[config.mk]
export PLATFORM = sky130hd
export DESIGN_NAME = cabt_ca_term_ctrl
export DESIGN_NICKNAME = d
export VERILOG_FILES = /design/src/core/cabt_pkg.sv /design/src/core/cabt_cfg_if.sv /design/src/core/cabt_ahb_regs.sv /design/src/core/cabt_ca_term_ctrl.sv
export SDC_FILE = /design/constraint.sdc
export NUM_CORES = 1
export LEC_CHECK = 0
export ABC_AREA = 1
export BUFFER_PORTS_ARGS = -buffer_cell sky130_fd_sc_hd__buf_2
export CORE_ASPECT_RATIO = 1.1
export CORE_UTILIZATION = 53
export CTS_CLUSTER_DIAMETER = 150
export DETAILED_ROUTE_END_ITERATION = 10
export GPL_TIMING_DRIVEN = 0
export HOLD_SLACK_MARGIN = 0.15
export PLACE_DENSITY_LB_ADDON = 0.3
export SLEW_MARGIN = 20
export SYNTH_ARGS = -nofsm -noshare
export SYNTH_HDL_FRONTEND = slang
export SYNTH_SLANG_ARGS = --single-unit
[constraint.sdc]
create_clock -name clk_sys -period 3.22 [get_ports clk_sys]
set_input_delay 0.644 -clock clk_sys [delete_from_list [all_inputs] [get_ports clk_sys]]
set_output_delay 0.644 -clock clk_sys [all_outputs]
set_load 0.1 [all_outputs]
[src/core/cabt_pkg.sv]
// Notes on behaviour
// - Bits 6:4 of config register give value
// - Termination disabled after reset until written
// - Codes 001..110 select 240 down to 40 ohm
// - Disable bits 5/3/4 gate CA/clock/chip-select
// - Termination covers clock pair, chip-select, CA5:0
// - Enable comes from registers only, no pin
// - Value change keeps calibration valid
package cabt_pkg;
    // Register byte offsets on the bus
    localparam logic [3:0] CABT_OFS_VALUE = 4'h0;
    localparam logic [3:0] CABT_OFS_DISABLE = 4'h4;
    localparam logic [3:0] CABT_OFS_STATUS = 4'h8;
    localparam logic [3:0] CABT_OFS_CALPT = 4'hC;
    // Field positions
    localparam int CABT_VAL_LSB = 4;
    localparam int CABT_VAL_MSB = 6;
    localparam int CABT_DIS_CK = 3;
    localparam int CABT_DIS_CS = 4;
    localparam int CABT_DIS_CA = 5;
    // Reset values
    localparam logic [7:0] CABT_VALUE_RST = 8'h00;
    localparam logic [7:0] CABT_DISABLE_RST = 8'h00;
    localparam logic CABT_CALPT_RST = 1'b0;
    // Value codes
    localparam logic [2:0] CABT_CODE_OFF = 3'h0;
    localparam logic [2:0] CABT_CODE_240 = 3'h1;
    localparam logic [2:0] CABT_CODE_120 = 3'h2;
    localparam logic [2:0] CABT_CODE_80 = 3'h3;
    localparam logic [2:0] CABT_CODE_60 = 3'h4;
    localparam logic [2:0] CABT_CODE_48 = 3'h5;
    localparam logic [2:0] CABT_CODE_40 = 3'h6;
    localparam logic [2:0] CABT_CODE_BAD = 3'h7;
    // Update time, ns, and derived cycles at 8 ns clock
    localparam int CABT_CLK_NS = 8;
    localparam int CABT_UPD_NS = 16;
    localparam int CABT_UPD_CYC_I = (CABT_UPD_NS + CABT_CLK_NS - 1) / CABT_CLK_NS;
    localparam logic [3:0] CABT_UPD_CYC = 4'(CABT_UPD_CYC_I < 1 ? 1 : CABT_UPD_CYC_I);
    // Bus transfer codes
    localparam logic [1:0] CABT_HTRANS_NONSEQ = 2'h2;
    localparam logic [2:0] CABT_HSIZE_WORD = 3'h2;
endpackage : cabt_pkg

[src/core/cabt_cfg_if.sv]
`timescale 1ns/10ps
`default_nettype none
// Register contents handed from the bus slave to the decode logic
interface cabt_cfg_if;
    logic [7:0] valueReg; // Termination configuration register
    logic [7:0] disableReg; // Group disable register
    logic calPoint; // Pull-up point: 0 = 0.5, 1 = 0.6
    modport slave (output valueReg, output disableReg, output calPoint);
    modport user (input valueReg, input disableReg, input calPoint);
endinterface : cabt_cfg_if
`default_nettype wire

[src/core/cabt_ahb_regs.sv]
`timescale 1ns/10ps
`default_nettype none
// AHB-Lite slave holding the two mode registers and the calibration point
module cabt_ahb_regs (
    input wire logic clk_sys,
    input wire logic rst_n,
    input wire logic hsel,
    input wire logic [31:0] haddr,
    input wire logic [1:0] htrans,
    input wire logic hwrite,
    input wire logic [2:0] hsize,
    input wire logic [31:0] hwdata,
    input wire logic hready,
    input wire logic [31:0] statusWord,
    output logic [31:0] hrdata,
    output logic valueWrite,
    cabt_cfg_if.slave cfg
);
    logic [7:0] value_q, value_d; // Value register
    logic [7:0] disable_q, disable_d; // Disable register
    logic calPt_q, calPt_d; // Calibration point
    logic wrPend_q, wrPend_d; // Write data phase pending
    logic [3:0] wrAddr_q, wrAddr_d; // Latched write offset
    logic [31:0] rdata_q, rdata_d; // Read data
    logic valueWr_q, valueWr_d; // Value written pulse

    // Address phase accepted
    function automatic logic cabt_take(input logic sel, input logic [1:0] tr, input logic rdy);
        cabt_take = sel && rdy && tr == cabt_pkg::CABT_HTRANS_NONSEQ;
    endfunction : cabt_take

    // Next state of registers and bus phase
    always_comb begin
        value_d = value_q;
        disable_d = disable_q;
        calPt_d = calPt_q;
        wrPend_d = 1'b0;
        wrAddr_d = wrAddr_q;
        rdata_d = rdata_q;
        valueWr_d = 1'b0;
        // Data phase of a write: store word
        if (wrPend_q) begin
            case (wrAddr_q)
                cabt_pkg::CABT_OFS_VALUE: begin
                    value_d = hwdata[7:0];
                    valueWr_d = 1'b1;
                end
                cabt_pkg::CABT_OFS_DISABLE: begin
                    disable_d = hwdata[7:0];
                end
                cabt_pkg::CABT_OFS_CALPT: begin
                    calPt_d = hwdata[0];
                end
                default: begin
                    // Unmapped or read-only: ignored
                end
            endcase
        end
        // Address phase
        if (cabt_take(hsel, htrans, hready)) begin
            if (hwrite) begin
                wrPend_d = 1'b1;
                wrAddr_d = haddr[3:0];
            end else begin
                case (haddr[3:0])
                    cabt_pkg::CABT_OFS_VALUE: rdata_d = {24'h000000, value_d};
                    cabt_pkg::CABT_OFS_DISABLE: rdata_d = {24'h000000, disable_d};
                    cabt_pkg::CABT_OFS_STATUS: rdata_d = statusWord;
                    cabt_pkg::CABT_OFS_CALPT: rdata_d = {31'h00000000, calPt_d};
                    default: rdata_d = 32'h00000000;
                endcase
            end
        end
    end

    // Register stage
    always_ff @(posedge clk_sys or negedge rst_n) begin
        if (!rst_n) begin
            value_q <= cabt_pkg::CABT_VALUE_RST;
            disable_q <= cabt_pkg::CABT_DISABLE_RST;
            calPt_q <= cabt_pkg::CABT_CALPT_RST;
            wrPend_q <= 1'b0;
            wrAddr_q <= 4'h0;
            rdata_q <= 32'h00000000;
            valueWr_q <= 1'b0;
        end else begin
            value_q <= value_d;
            disable_q <= disable_d;
            calPt_q <= calPt_d;
            wrPend_q <= wrPend_d;
            wrAddr_q <= wrAddr_d;
            rdata_q <= rdata_d;
            valueWr_q <= valueWr_d;
        end
    end

    assign hrdata = rdata_q;
    assign valueWrite = valueWr_q;
    assign cfg.valueReg = value_q;
    assign cfg.disableReg = disable_q;
    assign cfg.calPoint = calPt_q;
endmodule : cabt_ahb_regs
`default_nettype wire

[src/core/cabt_ca_term_ctrl.sv]
// The register offsets and register access over AHB-Lite were chosen for this implementation.
`timescale 1ns/10ps
`default_nettype none
// Command-bus termination control: register decode to per-group enables
module cabt_ca_term_ctrl (
    input wire logic clk_sys,
    input wire logic rst_n,
    input wire logic hsel,
    input wire logic [31:0] haddr,
    input wire logic [1:0] htrans,
    input wire logic hwrite,
    input wire logic [2:0] hsize,
    input wire logic [31:0] hwdata,
    input wire logic hready,
    output logic [31:0] hrdata,
    output logic hreadyout,
    output logic hresp,
    output logic termCaOn,
    output logic termCkOn,
    output logic termCsOn,
    output logic [2:0] termCode,
    output logic termUpdating,
    output logic badCombo
);
    typedef enum {CABT_ST_STABLE, CABT_ST_UPDATE} cabt_upd_e;

    cabt_cfg_if cfg ();
    logic [31:0] statusWord; // Read-back of live state
    logic valueWrite; // Pulse after value register write
    logic [31:0] rdata; // Read data from slave
    logic [2:0] code; // Current value field

    logic caOn_q, caOn_d; // CA group termination
    logic ckOn_q, ckOn_d; // Clock pair termination
    logic csOn_q, csOn_d; // Chip-select termination
    logic [2:0] code_q, code_d; // Applied value code
    logic bad_q, bad_d; // Forbidden calibration combination
    cabt_upd_e st_q, st_d; // Update wait state
    logic [3:0] cnt_q, cnt_d; // Update wait counter
    logic updOn_q, updOn_d; // Registered update flag for the output pin

    // Valid termination code test
    function automatic logic cabt_code_ok(input logic [2:0] c);
        cabt_code_ok = c != cabt_pkg::CABT_CODE_OFF && c != cabt_pkg::CABT_CODE_BAD;
    endfunction : cabt_code_ok

    cabt_ahb_regs u_regs (
        .clk_sys(clk_sys),
        .rst_n(rst_n),
        .hsel(hsel),
        .haddr(haddr),
        .htrans(htrans),
        .hwrite(hwrite),
        .hsize(hsize),
        .hwdata(hwdata),
        .hready(hready),
        .statusWord(statusWord),
        .hrdata(rdata),
        .valueWrite(valueWrite),
        .cfg(cfg)
    );

    assign code = cfg.valueReg[cabt_pkg::CABT_VAL_MSB:cabt_pkg::CABT_VAL_LSB];
    // Status: bits 0-2 group states, 3 updating, 4 bad combo, 10:8 code
    assign statusWord = {21'h000000, code_q, 3'h0, bad_q, st_q == CABT_ST_UPDATE, csOn_q, ckOn_q, caOn_q};

    // Next termination state, from mode registers only
    always_comb begin
        code_d = cabt_code_ok(code) ? code : cabt_pkg::CABT_CODE_OFF;
        caOn_d = cabt_code_ok(code) && !cfg.disableReg[cabt_pkg::CABT_DIS_CA];
        ckOn_d = cabt_code_ok(code) && !cfg.disableReg[cabt_pkg::CABT_DIS_CK];
        csOn_d = cabt_code_ok(code) && !cfg.disableReg[cabt_pkg::CABT_DIS_CS];
        // Only 120 and 60 allowed at the 0.6 point
        bad_d = cfg.calPoint && cabt_code_ok(code) &&
            code != cabt_pkg::CABT_CODE_120 && code != cabt_pkg::CABT_CODE_60;
    end

    // Update wait after a value write; calibration stays valid
    always_comb begin
        st_d = st_q;
        cnt_d = cnt_q;
        case (st_q)
            CABT_ST_STABLE: begin
                if (valueWrite) begin
                    st_d = CABT_ST_UPDATE;
                    cnt_d = cabt_pkg::CABT_UPD_CYC;
                end
            end
            CABT_ST_UPDATE: begin
                if (valueWrite) begin
                    cnt_d = cabt_pkg::CABT_UPD_CYC;
                end else if (cnt_q <= 4'h1) begin
                    st_d = CABT_ST_STABLE;
                    cnt_d = 4'h0;
                end else begin
                    cnt_d = cnt_q - 4'h1;
                end
            end
            default: begin
                st_d = CABT_ST_STABLE;
                cnt_d = 4'h0;
            end
        endcase
        // Flag follows the next state so the pin comes from a flop
        updOn_d = st_d == CABT_ST_UPDATE;
    end

    // Register stage
    always_ff @(posedge clk_sys or negedge rst_n) begin
        if (!rst_n) begin
            caOn_q <= 1'b0;
            ckOn_q <= 1'b0;
            csOn_q <= 1'b0;
            code_q <= cabt_pkg::CABT_CODE_OFF;
            bad_q <= 1'b0;
            st_q <= CABT_ST_STABLE;
            cnt_q <= 4'h0;
            updOn_q <= 1'b0;
        end else begin
            caOn_q <= caOn_d;
            ckOn_q <= ckOn_d;
            csOn_q <= csOn_d;
            code_q <= code_d;
            bad_q <= bad_d;
            st_q <= st_d;
            cnt_q <= cnt_d;
            updOn_q <= updOn_d;
        end
    end

    assign hrdata = rdata;
    assign hreadyout = 1'b1; // Zero wait states
    assign hresp = 1'b0; // Always OKAY
    assign termCaOn = caOn_q;
    assign termCkOn = ckOn_q;
    assign termCsOn = csOn_q;
    assign termCode = code_q;
    assign termUpdating = updOn_q;
    assign badCombo = bad_q;
endmodule : cabt_ca_term_ctrl
`default_nettype wire

== Word-level counts from Yosys, hierarchy flattened ==
Index checks and enable logic that the tools add are counted.

* Register bits after elaboration: 99
* Input port bits: 74
* Memories kept: 0
* Bits in latches: 0
* Output and inout port bits: 42
* Bits in read-only memories: 0
* Memory bits (writable): 0

* Multipliers: 0
* Shift-type cells: 0
* Order comparisons: 1
* Add/subtract/negate cells: 1
* Div/mod/pow operators: 0
* Reductions and logical operators: 18
* Eq/ne operators: 13
* Muxes and demuxes: 20
* Bitwise logic cells: 1

{| class="wikitable"
|+ Operators by type and width
! cell !! count
|-
| 2-to-1 mux 32 bit || 3
|-
| equality test 32 x 2 -> 1 bit, second input constant || 2
|-
| case mux 32 bit (2 select lines) || 1
|-
| case mux 11 bit (4 select lines) || 1
|-
| equality test 32 x 1 -> 1 bit, second input constant || 1
|-
| logical NOT 32 bit || 1
|-
| 2-to-1 mux 8 bit || 4
|-
| equality test 4 bit, second input constant || 3
|-
| 2-to-1 mux 4 bit || 3
|-
| logical AND 1 bit || 9
|-
| equality test 4 x 3 -> 1 bit, second input constant || 2
|-
| logical NOT 4 bit || 2
|-
| case mux 4 bit (2 select lines) || 1
|-
| 2-to-1 mux 1 bit || 6
|-
| inequality test 3 bit, second input constant || 2
|-
| <= comparator 4 x 1 -> 1 bit, second input constant || 1
|-
| AND reduction 2 bit || 2
|-
| subtractor 4 x 1 -> 4 bit, second input constant || 1
|-
| logical NOT 1 bit || 3
|-
| 2-to-1 mux 3 bit || 1
|-
| inequality test 3 x 2 -> 1 bit, second input constant || 1
|-
| nonzero test 3 bit || 1
|-
| equality test 2 bit, second input constant || 1
|-
| inequality test 2 x 1 -> 1 bit, second input constant || 1
|-
| NOT 1 bit || 1
|}

== Depth between registers and ports, before layout ==
* Depth after elaboration: 5
* Mapped depth: 10

== Cells and area by module ==
A second synthesis with hierarchy kept.

* Cells, all modules: 436
* Area total of the unflattened synthesis: 4,083.9 µm²

{| class="wikitable"
|+ Modules (own cells, without submodules)
! module !! area an instance (µm²) !! cells each !! sequential area each (µm²) !! instances
|-
| cabt_ahb_regs || 2,522.4 || 297 || 1,376.3 || 1
|-
| cabt_ca_term_ctrl || 1,561.5 || 139 || 1,101.1 || 1
|}

== Worst setup path after synthesis ==
OpenSTA, ideal clock, no wires.

* Path type: register to output
* Start: register code_q[0] (netlist: termCode[0])
* End: output termCode[0]
* Setup slack: 1,678 ps
* Arrival time: 898 ps
* Stages on the path, launching flop included: 1
* Cells stage by stage: dfrtp_1

{| class="wikitable"
|+ RTL lines
! element !! line !! text
|-
| start: declaration || cabt_ca_term_ctrl.sv:36 || <nowiki>logic [2:0] code_q, code_d;</nowiki>
|-
| start signal: assignment || cabt_ca_term_ctrl.sv:114 || <nowiki>code_q <= cabt_pkg::CABT_CODE_OFF;</nowiki>
|-
| start signal: assignment || cabt_ca_term_ctrl.sv:123 || <nowiki>code_q <= code_d;</nowiki>
|-
| end: declaration || cabt_ca_term_ctrl.sv:21 || <nowiki>output logic [2:0] termCode,</nowiki>
|}

No word-level cell between the ends.

== Worst setup path after layout ==
* Start: register ckOn_q (netlist: termCkOn)
* End: output termCkOn

{| class="wikitable"
|+ RTL lines
! element !! line !! text
|-
| start: declaration || cabt_ca_term_ctrl.sv:34 || <nowiki>logic ckOn_q, ckOn_d;</nowiki>
|-
| start signal: assignment || cabt_ca_term_ctrl.sv:121 || <nowiki>ckOn_q <= ckOn_d;</nowiki>
|-
| end: declaration || cabt_ca_term_ctrl.sv:19 || <nowiki>output logic termCkOn,</nowiki>
|}

No word-level cell between the ends.

==> metrics.md <==
| Metric | Value |
|---|---|
| Outcome | `complete, no violations` |
| Initial Utilization | `0.559` |
| Placed insts | `509` |
| Antenna Nets Post-Route | `0` |
| Hold WS | `0.186 ns` |
| Post-CTS repair timing setup buffer count | `0` |
| Setup-failing EPs final | `0` |
| Post-Syn Area | `3260 sq um` |
| Vias in the first global route | `2360` |
| Average via count per standard cell | `4.58` |
| Initial antenna violation count | `0` |
| Drt wl/cell | `11.3 microns` |
| CP Max Fanout | `2` |
| Tcrit/Tclk final | `0.556` |
| Largest net degree at the start of global routing | `55` |
| H-tree level count | `3` |
| Max-Cap Viols | `0` |
| Clk_skew | `0.00365 ns` |
| Met3 WL post-DR | `262 microns` |
| Core box area | `5840 sq um` |
| Syn_area_per_cell | `9.54 sq um` |
| Fin nets | `519` |
| Critical path's largest stage delay | `0.44 ns` |
| Met2 WL | `3140 microns` |
| Synth Register Bits | `78` |
| Inserted Diodes | `0` |
| I/O Pins | `116` |
| Register area share after synthesis | `0.598` |
| Power per cell area | `635 nW/um^2` |
| CP startpoint kind | `flop` |
| Leakage | `2.20 nW` |
| Clock root cell | `clkbuf_8` |
| Delay-heaviest family, CP | `buffers and inverters` |
| Setup_tns | `0 ns` |
| Syn Inst Count | `342` |
| Final hold vios | `0` |
| Fillers | `475` |
| Iteration-0 DRC count of the detailed router | `108` |
| Max stage delay cell, worst path | `buf_2` |
| Die ar. | `6480 sq um` |
| DP Wirelength | `4220 microns` |
| CTS clk-pin slew, worst paths | `0.07 ns` |
| Metal-1 WL | `2380 microns` |
| Detailed Route WL | `5940 microns` |
| Chip height | `84.3 microns` |
| Area of the multi-input gates | `1180 sq um` |
| DR top layer | `met4` |
| Synth top area cells | `dfrtp_1, nand2_1, buf_4, nor2_1, inv_1` |
| Worst hold path type | `in2async` |
| Final Max Slew Viols | `0` |
| R2r setup slk | `1.72 ns` |
| Most frequent cells after synthesis | `nand2_1, dfrtp_1, nor2_1` |
| Critical Path Sink Type | `primary output` |
| CTS Hold Buffers Added | `0` |
| Num rows | `29` |
| FFs w/ async S/R, synth | `1.00` |
| CP cell instances | `buf_2` |
| Area Overhead vs Synth | `22.1%` |
| Post-layout util | `0.682` |
| Worst skew pair latency | `0.35 ns` |
| TritonCTS buffer count | `9` |
| Post-synth top area share | `0.598` |
| Synth cell types | `28` |
| FF+latch area | `1950 sq um` |
| Non-filler cells, final | `525` |
| Global-route wire length before repair | `10000 microns` |
| Maximum clock insertion buffer count | `2` |
| Via Count | `2404` |
| Layout cell share with drive strength beyond 1 | `0.228` |
| CTS sink count | `78` |
| RSZ-0062 raised after global routing | `false` |
| Area leader, netlist | `dfrtp_1` |
| Gr ovfl total | `0` |
| Crit path kind | `reg2out` |
| Crit path buf inv count | `1` |
| Number of synthesized flops with an enable pin | `0` |
| Peak supply drop | `0.551 mV` |
| Worst Path Required | `2.58 ns` |
| Total global-route track usage | `0.201` |
| CTS tree | `done` |
| Most common cell in the netlist | `nand2_1` |
| Post-cts resize count | `0` |
| DRC | `0` |
| Max Freq | `558 MHz` |
| Synth warn | `0` |
| Main synth FF type | `dfrtp_1` |
| Drt first pass iters | `4` |
| Crit path DAT | `1.15 ns` |
| Die W | `76.8 microns` |
| Port bufs | `37` |
| Min Tclk post-route | `1.79 ns` |
| Placer congestion estimate | `0.826` |
==> worst register-to-register path, stage by stage, from the launching register on <==
cell	delay, ns
dfrtp_1	0.35
inv_1	0.08
ha_1	0.21
or2_2	0.28
nand2_1	0.11
inv_1	0.05
o21ai_0	0.14
nand2_1	0.09
o22ai_1	0.11
==> layer usage <==
layer | vias to the layer above | global-route usage
li1 | 1186 | -
met1 | 1131 | 0.226
met2 | 71 | 0.359
met3 | 16 | 0.0424
met4 | 0 | 0.107
met5 | - | 0
==> cell type report <==
type,instances,area share
Buffer,26,0.0499
Inverter,35,0.0330
Sequential cell,78,0.490
Clock inverter,4,0.0176
Clock buffer,12,0.0364
Multi-Input combinational cell,255,0.295
Timing Repair Buffer,38,0.0540
Tap cell,77,0.0242
==> path summary, 6_finish.rpt <==
check,start,to,cells past startpoint
max reg2reg,cnt_q[0],cnt_q[1],8
min reg2reg,u_regs.cfg.disableReg[3],termCkOn,1
max in group asynchronous,rst_n,u_regs.cfg.valueReg[6],2
min in group clk_sys,u_regs.cfg.disableReg[3],termCkOn,1
min,rst_n,st_q[13],1
max,termCkOn,termCkOn,1
==> per-stage QoR <==
| step | setup WS (ns) | power (mW) | area, sq um |
|---|---|---|---|
| after floorplan | 1.68 | 1.64 | 3460 |
| after global placement | 1.05 | 1.74 | 3740 |
| after detailed placement | 1.26 | 1.76 | 3770 |
| after CTS | 1.42 | 2.54 | 3990 |
| after global routing | 1.40 | 2.63 | 3990 |
| final | 1.43 | 2.53 | 3990 |
==> sequential cells by signal, indices dropped and copies added (netlist names) <==
| name | count |
|---|---|
| cnt_q | 4 |
| termUpdating | 1 |
| termCkOn | 1 |
| u_regs.cfg.calPoint | 1 |
| u_regs.wrPend_q | 1 |
| u_regs.wrAddr_q | 4 |
| termCode | 3 |
| u_regs.hrdata | 11 |
| termCaOn | 1 |
| termCsOn | 1 |
| u_regs.cfg.disableReg | 8 |
| u_regs.valueWrite | 1 |
| badCombo | 1 |
| st_q | 32 |
| u_regs.cfg.valueReg | 8 |
==> cell usage in the layout (no fill, tap or decap), drive strengths merged <==
| cell type | Yosys | layout |
|---|---|---|
| or2 | 1 | 1 |
| o21a | 3 | 3 |
| nor2 | 42 | 42 |
| o22ai | 2 | 2 |
| clkinv | 0 | 2 |
| buf | 25 | 63 |
| ha | 2 | 2 |
| a21oi | 3 | 3 |
| conb | 2 | 54 |
| clkbuf | 1 | 13 |
| inv | 35 | 35 |
| nand3 | 14 | 14 |
| nor3 | 4 | 4 |
| o211ai | 1 | 1 |
| dfrtp | 78 | 78 |
| o21ai | 21 | 21 |
| nand4 | 3 | 3 |
| o21bai | 1 | 1 |
| nand2 | 104 | 104 |
| bufinv | 0 | 2 |
==> where the power goes <==
part | switching (mW) | total, mW | internal [mW]
Combinational | 0.481 | 0.596 | 0.115
Clock | 0.333 | 0.789 | 0.456
Sequential | 0.0577 | 1.15 | 1.09
==> kinds of logic after synthesis <==
kind of cell / share of synthesized area
buf+inv: 0.101
simple gates: 0.228
compound gates: 0.0629
fa+ha+maj: 0.00766
flops: 0.598
other cells: 0.00230
Note: power is estimated with default switching activity, not from simulation.
